===== src/verilog/tcb_pkg.sv =====
// Package with offsets, field positions and reset values of the command and buffer event registers.
package tcb_pkg;
    localparam logic [8:0]  OFS_CMD_RB   = 9'h108;
    localparam logic [8:0]  OFS_ENABLES  = 9'h10A;
    localparam logic [8:0]  OFS_EVENTS   = 9'h12C;
    localparam logic [8:0]  OFS_MISS     = 9'h130;
    localparam logic [8:0]  OFS_COLL     = 9'h132;
    localparam logic [8:0]  OFS_CMD_WR   = 9'h144;
    localparam logic [5:0]  ID_CMD       = 6'h09;
    localparam logic [5:0]  ID_ENABLES   = 6'h0B;
    localparam logic [5:0]  ID_EVENTS    = 6'h0C;
    localparam logic [5:0]  ID_MISS      = 6'h10;
    localparam logic [5:0]  ID_COLL      = 6'h12;
    localparam logic [15:0] RST_CMD      = 16'h0009;
    localparam logic [15:0] RST_ENABLES  = 16'h000B;
    // Command fields.
    localparam int CMD_THR_LO  = 6;
    localparam int CMD_PURGE   = 8;
    localparam int CMD_ONECOLL = 9;
    localparam int CMD_NOFCS   = 12;
    localparam int CMD_NOPAD   = 13;
    // Enable and event bit positions.
    localparam int EV_SWIRQ   = 6;
    localparam int EV_DMA     = 7;
    localparam int EV_TXRDY   = 8;
    localparam int EV_UNDER   = 9;
    localparam int EV_LOST    = 10;
    localparam int EV_EARLY   = 11;
    localparam int EN_COLWARN = 12;
    localparam int EN_MISWARN = 13;
    localparam int EV_ADDR    = 15;
    localparam logic [15:0] CMD_STORE_MASK = 16'h33C0;
    localparam logic [15:0] EN_STORE_MASK  = 16'hBF80;
    localparam logic [15:0] EV_MASK        = 16'h8FC0;
    // Byte counts, collision limit and tally values.
    localparam logic [10:0] THR_BYTES_0 = 11'd5;
    localparam logic [10:0] THR_BYTES_1 = 11'd381;
    localparam logic [10:0] THR_BYTES_2 = 11'd1021;
    localparam logic [10:0] MIN_TX_LEN  = 11'd3;
    localparam logic [10:0] PAD_LEN     = 11'd60;
    localparam logic [4:0]  MAX_COLL    = 5'd16;
    localparam logic [9:0]  WARN_FROM   = 10'h1FF;
    localparam logic [9:0]  TALLY_MAX   = 10'h3FF;
    typedef enum logic [1:0] {TX_IDLE, TX_ARMED, TX_SENDING} tcb_tx_e;
endpackage : tcb_pkg


===== src/verilog/tcb_tx_cmd_buf_events.sv =====
// Transmit command, buffer event and missed-frame registers with the transmit control around them.
`timescale 1ns/1ps
module tcb_tx_cmd_buf_events
    import tcb_pkg::*;
(
    input  wire logic        clk_sys,
    input  wire logic        sys_rst,
    input  wire logic        clkEn,
    input  wire logic [8:0]  regAddr,
    input  wire logic        regWrEn,
    input  wire logic        regRdEn,
    input  wire logic [15:0] regWrData,
    output logic      [15:0] regRdData,
    input  wire logic        eepromLoad,
    input  wire logic [15:0] eepromCmd,
    input  wire logic [15:0] eepromEnables,
    input  wire logic [10:0] transmitLength,
    input  wire logic [10:0] bytesBuffered,
    input  wire logic        frameBuffered,
    input  wire logic        txDone,
    input  wire logic        txCollision,
    input  wire logic        underrun_flag,
    input  wire logic        txReady,
    input  wire logic        dmaFrameDone,
    input  wire logic        rxLost,
    input  wire logic        rxAddrMatch,
    input  wire logic        rxByte128,
    output logic             tx_start_threshold,
    output logic             txPurge,
    output logic             txAbortBadCrc,
    output logic             txGiveUp,
    output logic             txRefuse,
    output logic             appendFcs,
    output logic             padToMin,
    output logic             hostIrq
);
    // ------------------------------------------------------------------
    // Register access decode
    // ------------------------------------------------------------------
    logic [15:0] cmd_ff;
    logic [15:0] enables_ff;
    logic [15:0] events_ff;
    logic [9:0]  missTally_ff;
    logic [9:0]  collTally_ff;
    logic        missWarn_ff;
    logic        collWarn_ff;
    logic [15:0] regRdData_ff;
    logic        irq_ff;
    tcb_tx_e     txState_ff;
    logic [4:0]  collCount_ff;
    logic        tx_start_threshold_ff;
    logic        txPurge_ff;
    logic        txAbort_ff;
    logic        txGiveUp_ff;
    logic        txRefuse_ff;
    logic        appendFcs_ff;
    logic        padToMin_ff;

    logic wrCmd;
    logic wrEn;
    logic rdEvt;
    logic rdMiss;
    logic rdColl;
    logic swReq;
    logic sending;
    logic collIn;
    logic missInc;
    logic thrReached;

    function automatic logic hit(input logic en, input logic [8:0] a, input logic [8:0] ofs);
        hit = clkEn && en && (a == ofs);
    endfunction : hit

    assign wrCmd   = hit(regWrEn, regAddr, OFS_CMD_WR);
    assign wrEn    = hit(regWrEn, regAddr, OFS_ENABLES);
    assign rdEvt   = hit(regRdEn, regAddr, OFS_EVENTS);
    assign rdMiss  = hit(regRdEn, regAddr, OFS_MISS);
    assign rdColl  = hit(regRdEn, regAddr, OFS_COLL);
    assign swReq   = wrEn && regWrData[EV_SWIRQ];
    assign sending = txState_ff == TX_SENDING;
    assign collIn  = sending && txCollision;
    assign missInc = rxLost;

    // ------------------------------------------------------------------
    // Command and enable registers
    // ------------------------------------------------------------------
    always_ff @(posedge clk_sys) begin
        if (sys_rst) begin
            cmd_ff     <= RST_CMD & CMD_STORE_MASK;
            enables_ff <= RST_ENABLES & EN_STORE_MASK;
        end else if (clkEn) begin
            if (eepromLoad) begin
                cmd_ff     <= eepromCmd & CMD_STORE_MASK;
                enables_ff <= eepromEnables & EN_STORE_MASK;
            end else begin
                if (wrCmd) begin
                    cmd_ff <= regWrData & CMD_STORE_MASK;
                end
                if (wrEn) begin
                    enables_ff <= regWrData & EN_STORE_MASK;
                end
            end
        end
    end

    // ------------------------------------------------------------------
    // Buffer events, cleared on read with sets winning
    // ------------------------------------------------------------------
    logic [15:0] evSet;
    always_comb begin
        evSet = '0;
        evSet[EV_SWIRQ] = swReq;
        evSet[EV_DMA]   = dmaFrameDone;
        evSet[EV_TXRDY] = txReady;
        evSet[EV_UNDER] = underrun_flag;
        evSet[EV_LOST]  = rxLost;
        evSet[EV_EARLY] = rxByte128;
        evSet[EV_ADDR]  = rxAddrMatch && !rxByte128;
    end

    always_ff @(posedge clk_sys) begin
        if (sys_rst) begin
            events_ff <= '0;
        end else if (clkEn) begin
            events_ff <= ((rdEvt ? '0 : events_ff) | evSet) & EV_MASK;
            if (rxByte128) begin
                events_ff[EV_ADDR] <= 1'b0;
            end
        end
    end

    // ------------------------------------------------------------------
    // Tallies with half-way warnings
    // ------------------------------------------------------------------
    always_ff @(posedge clk_sys) begin
        if (sys_rst) begin
            missTally_ff <= '0;
            missWarn_ff  <= 1'b0;
        end else if (clkEn) begin
            missTally_ff <= (rdMiss ? '0 : missTally_ff) + 10'(missInc);
            if (missInc && !rdMiss && missTally_ff == WARN_FROM) begin
                missWarn_ff <= 1'b1;
            end else if (rdMiss) begin
                missWarn_ff <= 1'b0;
            end
        end
    end

    always_ff @(posedge clk_sys) begin
        if (sys_rst) begin
            collTally_ff <= '0;
            collWarn_ff  <= 1'b0;
        end else if (clkEn) begin
            collTally_ff <= (rdColl ? '0 : collTally_ff) + 10'(collIn);
            if (collIn && !rdColl && collTally_ff == WARN_FROM) begin
                collWarn_ff <= 1'b1;
            end else if (rdColl) begin
                collWarn_ff <= 1'b0;
            end
        end
    end

    // ------------------------------------------------------------------
    // Interrupt request
    // ------------------------------------------------------------------
    logic nxt_irq;
    assign nxt_irq = (|(events_ff & enables_ff)) || events_ff[EV_SWIRQ]
                   || (missWarn_ff && enables_ff[EN_MISWARN])
                   || (collWarn_ff && enables_ff[EN_COLWARN]);

    always_ff @(posedge clk_sys) begin
        if (sys_rst) begin
            irq_ff <= 1'b0;
        end else if (clkEn) begin
            irq_ff <= nxt_irq;
        end
    end

    // ------------------------------------------------------------------
    // Read data with fixed identifiers
    // ------------------------------------------------------------------
    always_ff @(posedge clk_sys) begin
        if (sys_rst) begin
            regRdData_ff <= '0;
        end else if (clkEn && regRdEn) begin
            case (regAddr)
                OFS_CMD_RB:  regRdData_ff <= cmd_ff | 16'(ID_CMD);
                OFS_ENABLES: regRdData_ff <= enables_ff | 16'(ID_ENABLES);
                OFS_EVENTS:  regRdData_ff <= events_ff | 16'(ID_EVENTS);
                OFS_MISS:    regRdData_ff <= {missTally_ff, ID_MISS};
                OFS_COLL:    regRdData_ff <= {collTally_ff, ID_COLL};
                default:     regRdData_ff <= '0;
            endcase
        end
    end

    // ------------------------------------------------------------------
    // Transmit control
    // ------------------------------------------------------------------
    always_comb begin
        case (cmd_ff[CMD_THR_LO +: 2])
            2'b00:   thrReached = bytesBuffered >= THR_BYTES_0;
            2'b01:   thrReached = bytesBuffered >= THR_BYTES_1;
            2'b10:   thrReached = bytesBuffered >= THR_BYTES_2;
            default: thrReached = frameBuffered;
        endcase
    end

    always_ff @(posedge clk_sys) begin
        if (sys_rst) begin
            txState_ff   <= TX_IDLE;
            collCount_ff <= '0;
            tx_start_threshold_ff   <= 1'b0;
            txPurge_ff   <= 1'b0;
            txAbort_ff   <= 1'b0;
            txGiveUp_ff  <= 1'b0;
            txRefuse_ff  <= 1'b0;
        end else if (clkEn) begin
            tx_start_threshold_ff  <= 1'b0;
            txPurge_ff  <= 1'b0;
            txAbort_ff  <= 1'b0;
            txGiveUp_ff <= 1'b0;
            txRefuse_ff <= 1'b0;
            if (wrCmd) begin
                txPurge_ff   <= regWrData[CMD_PURGE];
                txAbort_ff   <= regWrData[CMD_PURGE] && sending;
                collCount_ff <= '0;
                if (transmitLength < MIN_TX_LEN) begin
                    txRefuse_ff <= 1'b1;
                    txState_ff  <= TX_IDLE;
                end else if (regWrData[CMD_PURGE] || !sending) begin
                    txState_ff <= TX_ARMED;
                end
            end else begin
                case (txState_ff)
                    TX_IDLE: begin
                        txState_ff <= TX_IDLE;
                    end
                    TX_ARMED: begin
                        if (thrReached) begin
                            tx_start_threshold_ff <= 1'b1;
                            txState_ff <= TX_SENDING;
                        end
                    end
                    TX_SENDING: begin
                        if (underrun_flag || txDone) begin
                            txState_ff <= TX_IDLE;
                        end else if (txCollision) begin
                            if (cmd_ff[CMD_ONECOLL] || collCount_ff == MAX_COLL - 5'd1) begin
                                txGiveUp_ff <= 1'b1;
                                txState_ff  <= TX_IDLE;
                            end else begin
                                collCount_ff <= collCount_ff + 5'd1;
                            end
                        end
                    end
                    default: txState_ff <= TX_IDLE;
                endcase
            end
        end
    end

    // Framing options are latched at the start so a later command cannot change a live frame.
    always_ff @(posedge clk_sys) begin
        if (sys_rst) begin
            appendFcs_ff <= 1'b1;
            padToMin_ff  <= 1'b0;
        end else if (clkEn && txState_ff == TX_ARMED && thrReached && !wrCmd) begin
            appendFcs_ff <= !cmd_ff[CMD_NOFCS];
            padToMin_ff  <= !cmd_ff[CMD_NOPAD] && transmitLength < PAD_LEN;
        end
    end

    assign regRdData     = regRdData_ff;
    assign hostIrq       = irq_ff;
    assign tx_start_threshold       = tx_start_threshold_ff;
    assign txPurge       = txPurge_ff;
    assign txAbortBadCrc = txAbort_ff;
    assign txGiveUp      = txGiveUp_ff;
    assign txRefuse      = txRefuse_ff;
    assign appendFcs     = appendFcs_ff;
    assign padToMin      = padToMin_ff;
endmodule : tcb_tx_cmd_buf_events


===== config.mk =====
export PLATFORM = sky130hd
export DESIGN_NAME = tcb_tx_cmd_buf_events
export DESIGN_NICKNAME = d
export VERILOG_FILES = /design/src/verilog/tcb_pkg.sv /design/src/verilog/tcb_tx_cmd_buf_events.sv
export SDC_FILE = /design/constraint.sdc
export NUM_CORES = 1
export LEC_CHECK = 0
export ABC_CLOCK_PERIOD_IN_PS = 2900
export BUFFER_PORTS_ARGS = -buffer_cell sky130_fd_sc_hd__clkbuf_2
export CAP_MARGIN = 20
export CORE_UTILIZATION = 24
export DETAILED_ROUTE_END_ITERATION = 10
export HOLD_SLACK_MARGIN = 0.03
export SETUP_SLACK_MARGIN = 0.1
export SYNTH_ARGS = -nofsm -noshare
export SYNTH_HDL_FRONTEND = slang
export SYNTH_SLANG_ARGS = --single-unit

===== constraint.sdc =====
create_clock -name clk_sys -period 2.9 [get_ports clk_sys]
set_input_delay 0.29 -clock clk_sys [delete_from_list [all_inputs] [get_ports clk_sys]]
set_output_delay 0.29 -clock clk_sys [all_outputs]
set_load 0.005 [all_outputs]

==> results of run 1 <==
-- through the flow --
| step | instances | util (%) |
|---|---|---|
| final | 743 | 31.4 |
| after global routing | 743 | 31.4 |
| after CTS | 743 | 31.4 |
| after detailed placement | 728 | 29.2 |
| after global placement | 728 | 29.2 |
| after floorplan | 443 | - |
-- flip-flops by register name, indices dropped and copies added (netlist names) --
| register | flops |
|---|---|
| tx_start_threshold | 1 |
| enables_ff | 8 |
| txAbortBadCrc | 1 |
| events_ff | 7 |
| txState_ff | 2 |
| txGiveUp | 1 |
| missWarn_ff | 1 |
| hostIrq | 1 |
| txPurge | 1 |
| padToMin | 1 |
| collWarn_ff | 1 |
| collCount_ff | 5 |
| missTally_ff | 10 |
| regRdData | 15 |
| appendFcs | 1 |
| collTally_ff | 10 |
| cmd_ff | 6 |
| txRefuse | 1 |
-- layout by cell type, fill, tap and decap left out, drive strengths merged, types with 4 or more instances in the layout --
master,instances
buf,10
and2,7
mux2i,26
nand2b,4
ha,6
nand2,36
a211oi,11
and3,5
a22oi,9
nor4,6
nor3,15
nor2,72
a21oi,18
nand4,10
mux2,11
a31oi,5
nand3,9
xor2,15
dfxtp,73
o21ai,13
a22o,5
a32oi,5
nor2b,5
clkbuf,104
-- layer usage --
metal  track usage [%]  vias up
li1                  -     1784
met1              19.3     1644
met2              21.7       99
met3              3.92       13
met4              4.50        0
met5                 0        -
-- worst reg2reg max path: stages (launching register included) --
cell and delay, ns:
dfxtp_1 0.33, ha_1 0.22, and3_1 0.19, ha_1 0.19
or4b_1 0.63, or3_1 0.40, a21oi_1 0.13
-- area by class of cell --
| cell class | count | area, sq um |
|---|---|---|
| fillers | 1650 | 10500 |
| clock inverters | 2 | 60.1 |
| inverters | 4 | 15.0 |
| well taps | 211 | 264 |
| flip-flops and latches | 73 | 1460 |
| repair buffers | 101 | 531 |
| clock buffers | 13 | 270 |
| multi-input cells | 339 | 2220 |
-- power by group through the flow --
stage / sequential [mW] / combinational [mW] / clock (mW)
detailed placement: 1.08 / 0.227 / 0
finish: 1.05 / 0.228 / 1.23
global route: 1.06 / 0.252 / 1.29
global placement: 1.07 / 0.225 / 0
CTS: 1.05 / 0.229 / 1.25
floorplan: 1.06 / 0.138 / 0
-- kinds of logic after synthesis --
logic type	share of synthesized area, %
AOI/OAI and AO/OA	16.0
xor gates and xnor gates	3.90
adders and majority gates	1.97
buffers and inverters	3.54
DFF	38.3
muxes	10.1
other	0.0982
and+or+nand+nor	26.1
-- worst paths after layout --
| kind | cells past startpoint | slack, ns | startpoint | end |
|---|---|---|---|---|
| max | 11 | 0.60 | regAddr[2] | collTally_ff[8] |
| min | 3 | 0.21 | rxAddrMatch | events_ff[15] |
| min reg2reg | 2 | 0.47 | regRdData[3] | regRdData[3] |
| max reg2reg | 6 | 0.73 | collCount_ff[0] | collCount_ff[3] |
==> metrics.yaml, run 1 <==
drt:
  detail_route.first_pass.iterations: 5
  top_layer: "met4"
  postRouteWirelength_microns: 11200
  drtIter0Drc: 267
  wl_met2_microns: 4870
  drc: 0
  via_count: 3540
  wl_met3_microns: 548
  vias_per_cell: 4.76
  route.antenna.remaining_nets: 0
  wl_per_cell_microns: 15.1
  routedLengthMet1_microns: 5630
setup_path:
  cp.required_ns: 3.13
  cpPeakStageDelay_ns: 0.50
  crit_chain: "clkbuf_2 -> or3b_1 -> or3_1 -> nor2_1 -> nand2_1 -> and2_1 -> ha_1 -> ha_1 -> nand4_1 -> xor2_1 -> nor2_1"
  cp_num_buf_inv: 1
  critPathArrivalTime_ns: 2.53
  worst-setup-path-type: "input port to flip-flop"
  cpMaxStageDelayCell: "or3_1"
  critPathCaptureType: "flip-flop"
  cp_max_fo: 5
  startpoint_type: "input port"
  path_delay_family: "simple AND/OR/NAND/NOR gates"
power:
  p_sw_share_pct: 22.3
  p_switching_mw: 0.560
  leakage_nw: 1.96
  power.internal_mw: 1.95
  powerDensity_nw_per_um2: 520
  p_comb_share_pct: 9.1
  fin_total_pwr_mw: 2.51
  pwr-share-clk_pct: 49.0
  vdd_ir_drop_max_v: 0.000282
  p_seq_share_pct: 42.0
cts:
  root_buffer: "clkbuf_16"
  cts_resized: 0
  postCtsSetupBuffers: 0
  clock_latency_ns: 0.33
  cts_hold_buffers: 0
  cts_tree: "yes"
  cts_buffers: 9
  ctsLongestPathBuffers: 2
  path_clk_slew_ns: 0.06
  clock_sinks: 73
  htree_levels: 3
floorplanning:
  die_y_microns: 128
  fp-row-count: 45
  core_area_sq_um: 15400
  dieArea_sq_um: 16400
  start_util_pct: 24.8
  boundaryPins: 118
  die_w_microns: 128
min_path:
  min-delay-path-class: "input port to flip-flop"
global_route:
  grt_usage_pct: 14.2
  grt_pass1_vias: 3333
  grt_overflow_total: 0
  antenna_found_initial: 0
  grt_first_pass_wirelength_microns: 17700
  grt_max_degree: 25
place:
  io_buffers: 91
  hpwl_microns: 8650
  pre_cts_ws_ns: 0.289
  placed_area_sq_um: 4490
  globalplace.congestion: 0.802
sta:
  slew_viol_final: 0
  hold_viol_final: 0
  fin_crit_sh_pct: 79.3
  finalSetupTns_ns: 0
  worst_pin_slew_ns: 0.629
  rsz0062_at_grt: "no"
  fmax_mhz: 435
  min_period_ns: 2.30
  setup_violations: 0
  setup_slack_ns: 0.600
  relSlewSlack_pct: 57.7
  holdWs_ns: 0.206
  fin_skew_ns: 0.00641
synthesis:
  yosys-top-cells-area: "dfxtp_1 38%, nor2_1 7.1%, mux2i_1 6.8%, nand2_1 3.5%, xor2_1 3.4%"
  ys_warn_count: 0
  yosys_register_bits: 73
  synthesis.area_sq_um: 3820
  synth-main-ff-cell: "dfxtp_1"
  synth-edff-count: 0
  syn-instance-count: 443
  synth_most_common_cell: "dfxtp_1"
  yosys-top-cells-count: "73 x dfxtp_1, 72 x nor2_1, 36 x nand2_1"
  synth_top_area_share_pct: 38.3
  synth_cell_types: 63
  ys_async_sr_fraction_pct: 0
  ys_seq_area_share_pct: 38.3
  syn_area_per_cell_sq_um: 8.62
  syn-num-nets: 543
  yosys.area.top_type: "dfxtp_1"
finish:
  layout-drive-gt1-share_pct: 25.9
  n_antenna_cell: 0
  final_area_sq_um: 4820
  synthToLayoutAreaGrowth_pct: 26.3
  nets: 628
run:
  maxCapViolations: 0
status:
  status: "finished clean"
Power figures use the tool's default switching activity.
==> inputs of run 2 (changes only) <==
--- a/config.mk
+++ b/config.mk
@@ -5,7 +5,8 @@
 export SDC_FILE = /design/constraint.sdc
 export NUM_CORES = 1
 export LEC_CHECK = 0
-export ABC_CLOCK_PERIOD_IN_PS = 2900
+export ABC_AREA = 1
+export ABC_CLOCK_PERIOD_IN_PS = 1900
 export BUFFER_PORTS_ARGS = -buffer_cell sky130_fd_sc_hd__clkbuf_2
 export CAP_MARGIN = 20
 export CORE_UTILIZATION = 24
==> constraint.sdc (replaced) <==
create_clock -name clk_sys -period 1.9 [get_ports clk_sys]
set_input_delay 0.19 -clock clk_sys [delete_from_list [all_inputs] [get_ports clk_sys]]
set_output_delay 0.19 -clock clk_sys [all_outputs]
set_load 0.005 [all_outputs]
==> run 2 against run 1 <==
  * Die area rose by 2.3%
  * Area after synthesis rose by 2.3%
  * Power rose by 48%
  * Utilization rose by 0.60 points
  * Highest routed layer unchanged
  * Via count rose by 16%
  * Clock power rose by 40%
  * Largest power group unchanged
  * Combinational power rose by 64%
  * Clock skew rose by 0.00064 ns
  * Critical path depth fell by 1
==> metrics.yaml, run 2 <==
finish:
  final_cell_mix: "155 x nand2_1, 91 x clkbuf_2, 73 x dfxtp_1, 60 x inv_1, 50 x o21ai_0"
  synthToLayoutAreaGrowth_pct: 30.0
  layout_commonest_cell: "nand2_1"
  n_antenna_cell: 0  # unchanged
  instances_no_fill: 912  # +23%
  largest_register_ffs: 15  # unchanged
  nets: 791  # +26%
  layout-drive-gt1-share_pct: 23.4  # -2.5 points
sta:
  fmax_mhz: 579
  rsz0062_at_grt: "yes"
  slew_viol_final: 0  # unchanged
  finalSetupTns_ns: 0  # unchanged
  hold_viol_final: 0  # unchanged
  min_period_ns: 1.73
  setup_violations: 0  # unchanged
  fin_crit_sh_pct: 90.9
  fin_skew_ns: 0.00706  # +0.000645 ns
  holdWs_ns: 0.0885  # -0.118 ns
drt:
  vias_per_cell: 4.51  # -5.3%
  drc: 0  # unchanged
  via_count: 4116  # +16%
  postRouteWirelength_microns: 11900  # +5.6%
  drtIter0Drc: 332  # +24%
  wl_per_cell_microns: 13.0  # -14%
  detail_route.first_pass.iterations: 5  # unchanged
  route.antenna.remaining_nets: 0  # unchanged
cts:
  clock_sinks: 73  # unchanged
  ctsLongestPathBuffers: 2  # unchanged
  cts_tree: "yes"
  cts_resized: 0  # unchanged
  htree_levels: 3  # unchanged
  cts_buffers: 9  # unchanged
  cts_hold_buffers: 0  # unchanged
  clock_latency_ns: 0.34  # about the same
  root_buffer: "clkbuf_16"
  path_clk_slew_ns: 0.06  # about the same
  postCtsSetupBuffers: 0  # unchanged
global_route:
  grt_overflow_total: 0  # unchanged
  grt_first_pass_wirelength_microns: 19400  # +9.6%
  antenna_found_initial: 0  # unchanged
  grt_usage_pct: 15.1  # +0.89 points
  grt_pass1_vias: 3745  # +12%
  grt_max_degree: 26  # +4.0%
synthesis:
  synth_top_area_share_pct: 37.4  # -0.86 points
  yosys-top-cells-area: "dfxtp_1 37%, nand2_1 15%, o21ai_0 6.5%, a21oi_1 6.3%, inv_1 6.1%"
  ys_async_sr_fraction_pct: 0  # unchanged
  synth_top_family_by_area: "simple AND/OR/NAND/NOR gates"
  syn-instance-count: 587  # +33%
  syn-num-nets: 687  # +27%
  synth-main-ff-cell: "dfxtp_1"
  ys_seq_area_share_pct: 37.4  # -0.86 points
  synthesis.area_sq_um: 3910  # +2.3%
  yosys.area_share.simple_pct: 32.9  # +6.7 points
  yosys-top-cells-count: "158 x nand2_1, 73 x dfxtp_1, 63 x inv_1"
  yosys.area_share.xor_xnor_pct: 0.448  # -3.5 points
  yosys.area.top_type: "dfxtp_1"
  synth_most_common_cell: "nand2_1"
  yosys_register_bits: 73  # unchanged
  synth_fa_ha_area_share_pct: 1.92  # -0.044 points
  synth-edff-count: 0  # unchanged
  synth_cell_types: 39  # -38%
  synth_compound_area_share_pct: 17.9  # +1.9 points
  ys_warn_count: 0  # unchanged
  synth_mux_area_share_pct: 0  # -10 points
  syn_area_per_cell_sq_um: 6.65  # -23%
floorplanning:
  dieArea_sq_um: 16800  # +2.3%
  core_area_sq_um: 15900  # +3.3%
  boundaryPins: 118  # unchanged
  die_y_microns: 130  # +1.1%
  start_util_pct: 24.6  # -0.25 points
  fp-row-count: 46  # +2.2%
  die_w_microns: 130  # +1.1%
status:
  status: "finished clean"
setup_path:
  startpoint_type: "flip-flop"
  cpMaxStageDelayCell: "dfxtp_1"
  critPathCaptureType: "flip-flop"
  cp_common_cell: "nor3_1"
  cp.required_ns: 2.13  # -1.00 ns
  cpPeakStageDelay_ns: 0.33  # -0.17 ns
  critPathArrivalTime_ns: 1.95  # -0.58 ns
  crit_chain: "ha_1 -> inv_1 -> nor3_1 -> ha_1 -> nor2_1 -> nand4_1 -> nand2_2 -> inv_1 -> nor3_1 -> nor3_1"
  worst-setup-path-type: "flip-flop to flip-flop"
  cp_num_buf_inv: 2  # +1
  cp_max_fo: 7  # +2
  path_delay_family: "simple AND/OR/NAND/NOR gates"
place:
  hpwl_microns: 9190  # +6.1%
  dp.cells: 896  # +23%
  io_buffers: 91  # unchanged
  globalplace.congestion: 0.929  # +16%
power:
  leakage_nw: 2.20  # +13%
  powerDensity_nw_per_um2: 730  # +40%
  p_switching_mw: 0.927  # +65%
  p_seq_share_pct: 43.6  # +1.6 points
  p_sw_share_pct: 25.0  # +2.7 points
  power.internal_mw: 2.78  # +43%
  vdd_ir_drop_max_v: 0.000445  # +58%
  pwr-share-clk_pct: 46.3  # -2.7 points
  p_comb_share_pct: 10.1  # +1.0 points
run:
  maxCapViolations: 0  # unchanged
min_path:
  min-delay-path-class: "input port to flip-flop"
## run 2: changes by cell type after synthesis, moves of 9 or more
| cell | change |
|---|---|
| a211oi_1 | -11 |
| a21oi_1 | +31 |
| a22oi_1 | -9 |
| a31oi_1 | +12 |
| inv_1 | +60 |
| mux2_2 | -11 |
| mux2i_1 | -26 |
| nand2_1 | +122 |
| nand3_1 | +27 |
| nor2_1 | -22 |
| o21ai_0 | +39 |
| xor2_1 | -13 |
## run 2: cell type report
class | instances | area (sq um)
inverters | 68 | 263
repair buffers | 113 | 633
clock buffers | 12 | 246
well taps | 216 | 270
fillers | 1781 | 10800
clock inverters | 4 | 51.3
multi-input cells | 426 | 2150
flip-flops and latches | 73 | 1460
## run 2: power groups by stage
stage / Clock [mW] / Sequential, mW / Combinational [mW]
finish: 1.72 / 1.62 / 0.375
global route: 1.83 / 1.62 / 0.425
CTS: 1.75 / 1.62 / 0.377
detailed placement: 0 / 1.65 / 0.375
global placement: 0 / 1.65 / 0.374
floorplan: 0 / 1.64 / 0.212
## run 2: worst register-to-register path, cell delays in order, from the launching register on
cell and delay (ns):
dfxtp_1 0.33, ha_1 0.21, inv_1 0.07, nor3_1 0.05
ha_1 0.17, nor2_1 0.15, nand4_1 0.16, nand2_2 0.18
inv_1 0.09, nor3_1 0.15, nor3_1 0.06
## run 2: through the flow
stage	cell area (sq um)	setup slack, ns	power, mW	utilization (%)
global route	5080	0.0113	3.88	32.0
global placement	4750	0.0649	2.02	29.9
finish	5080	0.173	3.71	32.0
detailed placement	4750	0.0425	2.02	29.9
CTS	5050	0.164	3.74	31.8
floorplan	3970	0.111	1.85	-
## run 2: worst paths after layout
kind,slack (ns),start,depth (start not counted),to
min,0.09,txReady,3,events_ff[8]
min reg2reg,0.46,regRdData[10],2,regRdData[10]
max,0.17,collCount_ff[0],10,collCount_ff[2]
max reg2reg,0.17,collCount_ff[0],10,collCount_ff[2]
## run 2: per-layer routing
layer	wire [microns]	up-vias	part of all wire, %	global-route usage (%)
met5	0	-	0	0
met4	103	0	0.87	4.04
met3	671	10	5.7	3.84
met2	5280	120	45	23.4
met1	5800	1826	49	20.7
li1	-	2160	-	-
## run 2: kinds of logic after synthesis
kind of cell	count (synthesis)
AO/OA/AOI/OAI	127
XOR/XNOR	2
adder cells (fa/ha/maj)	6
buffers and inverters	88
flip-flops	73
other	1
AND/OR/NAND/NOR	290
==> inputs of run 3 (changes only) <==
--- a/config.mk
+++ b/config.mk
@@ -5,7 +5,6 @@
 export SDC_FILE = /design/constraint.sdc
 export NUM_CORES = 1
 export LEC_CHECK = 0
-export ABC_AREA = 1
 export ABC_CLOCK_PERIOD_IN_PS = 1900
 export BUFFER_PORTS_ARGS = -buffer_cell sky130_fd_sc_hd__clkbuf_2
 export CAP_MARGIN = 20
==> run 3 against run 2 <==
  * Power up 8.3%
  * Clock skew down 0.0012 ns
  * Die area down 2.2%
  * Register-to-register slack worse by 0.15 ns
  * Worst hold slack better by 0.041 ns
  * Critical path depth down 2
==> metrics.yaml, run 3 (same netlist as run 1, synthesis figures left out) <==
status:
  status: "finished clean"
cts:
  ctsLongestPathBuffers: 2  # unchanged
  clock_sinks: 73  # unchanged
  clock_latency_ns: 0.34  # about the same
  cts_buffers: 9  # unchanged
  cts_tree: "yes"
  htree_levels: 3  # unchanged
  root_buffer: "clkbuf_16"
  path_clk_slew_ns: 0.06  # about the same
floorplanning:
  die_y_microns: 128  # -1.1%
  fp-row-count: 45  # -2.2%
  start_util_pct: 24.8  # +0.25 points
  boundaryPins: 118  # unchanged
  core_area_sq_um: 15400  # -3.2%
  die_w_microns: 128  # -1.1%
  dieArea_sq_um: 16400  # -2.2%
setup_path:
  critPathCaptureType: "flip-flop"
  cp_max_fo: 4  # -3
  cp.required_ns: 2.13  # about the same
  worst-setup-path-type: "flip-flop to flip-flop"
  critPathArrivalTime_ns: 2.12  # +0.17 ns
  startpoint_type: "flip-flop"
sta:
  setup_violations: 0  # unchanged
  relSlewSlack_pct: 64.1
  hold_viol_final: 0  # unchanged
  fin_crit_sh_pct: 99.0  # +8.1 points
  fin_skew_ns: 0.00586  # -0.00120 ns
  slew_viol_final: 0  # unchanged
  min_period_ns: 1.88  # +0.155 ns
  fmax_mhz: 532  # -8.2%
  rsz0062_at_grt: "yes"
  worst_pin_slew_ns: 0.538
global_route:
  antenna_found_initial: 0  # unchanged
  grt_max_degree: 24  # -7.7%
  grt_pass1_vias: 3743  # -0.053%
  grt_overflow_total: 0  # unchanged
  grt_first_pass_wirelength_microns: 19500  # +0.21%
  grt_usage_pct: 15.4  # +0.29 points
drt:
  detail_route.first_pass.iterations: 4  # -1
  postRouteWirelength_microns: 12100  # +2.5%
  route.antenna.remaining_nets: 0  # unchanged
  drtIter0Drc: 218  # -34%
  vias_per_cell: 4.90  # +8.6%
  drc: 0  # unchanged
  wl_per_cell_microns: 15.4  # +19%
  via_count: 3866  # -6.1%
place:
  dp.cells: 769  # -14%
  io_buffers: 91  # unchanged
  globalplace.congestion: 0.873  # -6.0%
  hpwl_microns: 9500  # +3.4%
power:
  p_comb_share_pct: 10.1  # about the same
  p_sw_share_pct: 22.3  # -2.7 points
  vdd_ir_drop_max_v: 0.000479  # +7.6%
  p_seq_share_pct: 40.0  # -3.6 points
  powerDensity_nw_per_um2: 747  # +2.3%
  power.internal_mw: 3.12  # +12%
  fin_total_pwr_mw: 4.02  # +8.3%
  p_switching_mw: 0.895  # -3.5%
  leakage_nw: 2.20  # -0.26%
  pwr-share-clk_pct: 49.9  # +3.6 points
finish:
  largest_register_ffs: 15  # unchanged
  synthToLayoutAreaGrowth_pct: 40.8
  layout_commonest_cell: "clkbuf_2"
  n_antenna_cell: 0  # unchanged
  final_cell_mix: "90 x clkbuf_2, 71 x dfxtp_1, 70 x nor2_1, 53 x buf_4, 29 x nand2_1"
  instances_no_fill: 789  # -13%
  layout-drive-gt1-share_pct: 36.9  # +13 points
  fill_cells: 1593  # -11%
  nets: 673  # -15%
run:
  maxCapViolations: 0  # unchanged
min_path:
  min-delay-path-class: "input port to flip-flop"
-- run 3: cell types whose count changed in the layout (fill, tap and decap cells not counted), sizes merged, moves of 9 or more --
cell,change
nand2,-125
a31oi,-12
xor2,+13
inv,-64
nor2,+16
a211oi,+10
a22oi,+9
o21ai,-39
nand3,-30
a21oi,-31
mux2,+11
buf,+34
mux2i,+26
-- run 3: routing by layer --
layer / GRT usage, % / wire (microns)
met3: 3.30 / 790
met2: 25.4 / 5730
met1: 19.5 / 5390
met4: 5.95 / 240
met5: 0 / 0
-- run 3: worst max-delay path: stages (launching register included) --
cell,delay [ns]
dfxtp_2,0.33
ha_4,0.15
and3_4,0.18
ha_4,0.15
or4b_4,0.54
buf_6,0.15
nor2_4,0.08
xnor2_1,0.12
nor2_1,0.06
-- run 3: repair_timing --
item,in CTS,in global routing
gates resized for setup,8,15
setup buffers,2,2
hold buffers,0,0
gates cloned,0,0
endpoints found under the setup margin,23,26
pin swaps,7,12
-- run 3: through the flow --
| stage | hold slack [ns] | worst slack (ns) | instance area (sq um) | util (%) | TNS, ns |
|---|---|---|---|---|---|
| after global placement | 0.451 | -0.383 | 4890 | 31.8 | -7.49 |
| after global routing | 0.143 | -0.0216 | 5380 | 35.0 | -0.0343 |
| after detailed placement | 0.452 | -0.422 | 4890 | 31.8 | -8.60 |
| after floorplan | 0.330 | -0.318 | 3920 | - | -5.43 |
| after CTS | 0.128 | 0.0198 | 5300 | 34.5 | 0 |
| final | 0.130 | 0.0186 | 5380 | 35.0 | 0 |
-- run 3: final timing paths --
kind | startpoint | endpoint | slack (ns) | depth (start not counted)
min | transmitLength[6] | padToMin | 0.13 | 4
max reg2reg | collCount_ff[1] | collCount_ff[2] | 0.02 | 8
min reg2reg | regRdData[3] | regRdData[3] | 0.46 | 2
max | collCount_ff[1] | collCount_ff[2] | 0.02 | 8
-- run 3: cell type report --
class,count,area [sq um],share of cell area [%]
Inverter,4,15.0,0.279
Clock inverter,4,98.8,1.84
Clock buffer,12,256,4.77
Tap cell,211,264,4.91
Multi-Input combinational cell,339,2390,44.4
Sequential cell,73,1460,27.2
Timing Repair Buffer,146,891,16.6
-- run 3: power groups by stage --
stage | Combinational [mW] | Sequential, mW | Clock, mW
6_report | 0.407 | 1.61 | 2.00
2_1_floorplan | 0.214 | 1.62 | 0
3_5_place_dp | 0.395 | 1.64 | 0
5_1_grt | 0.448 | 1.61 | 2.11
3_3_place_gp | 0.387 | 1.64 | 0
4_1_cts | 0.400 | 1.61 | 2.04
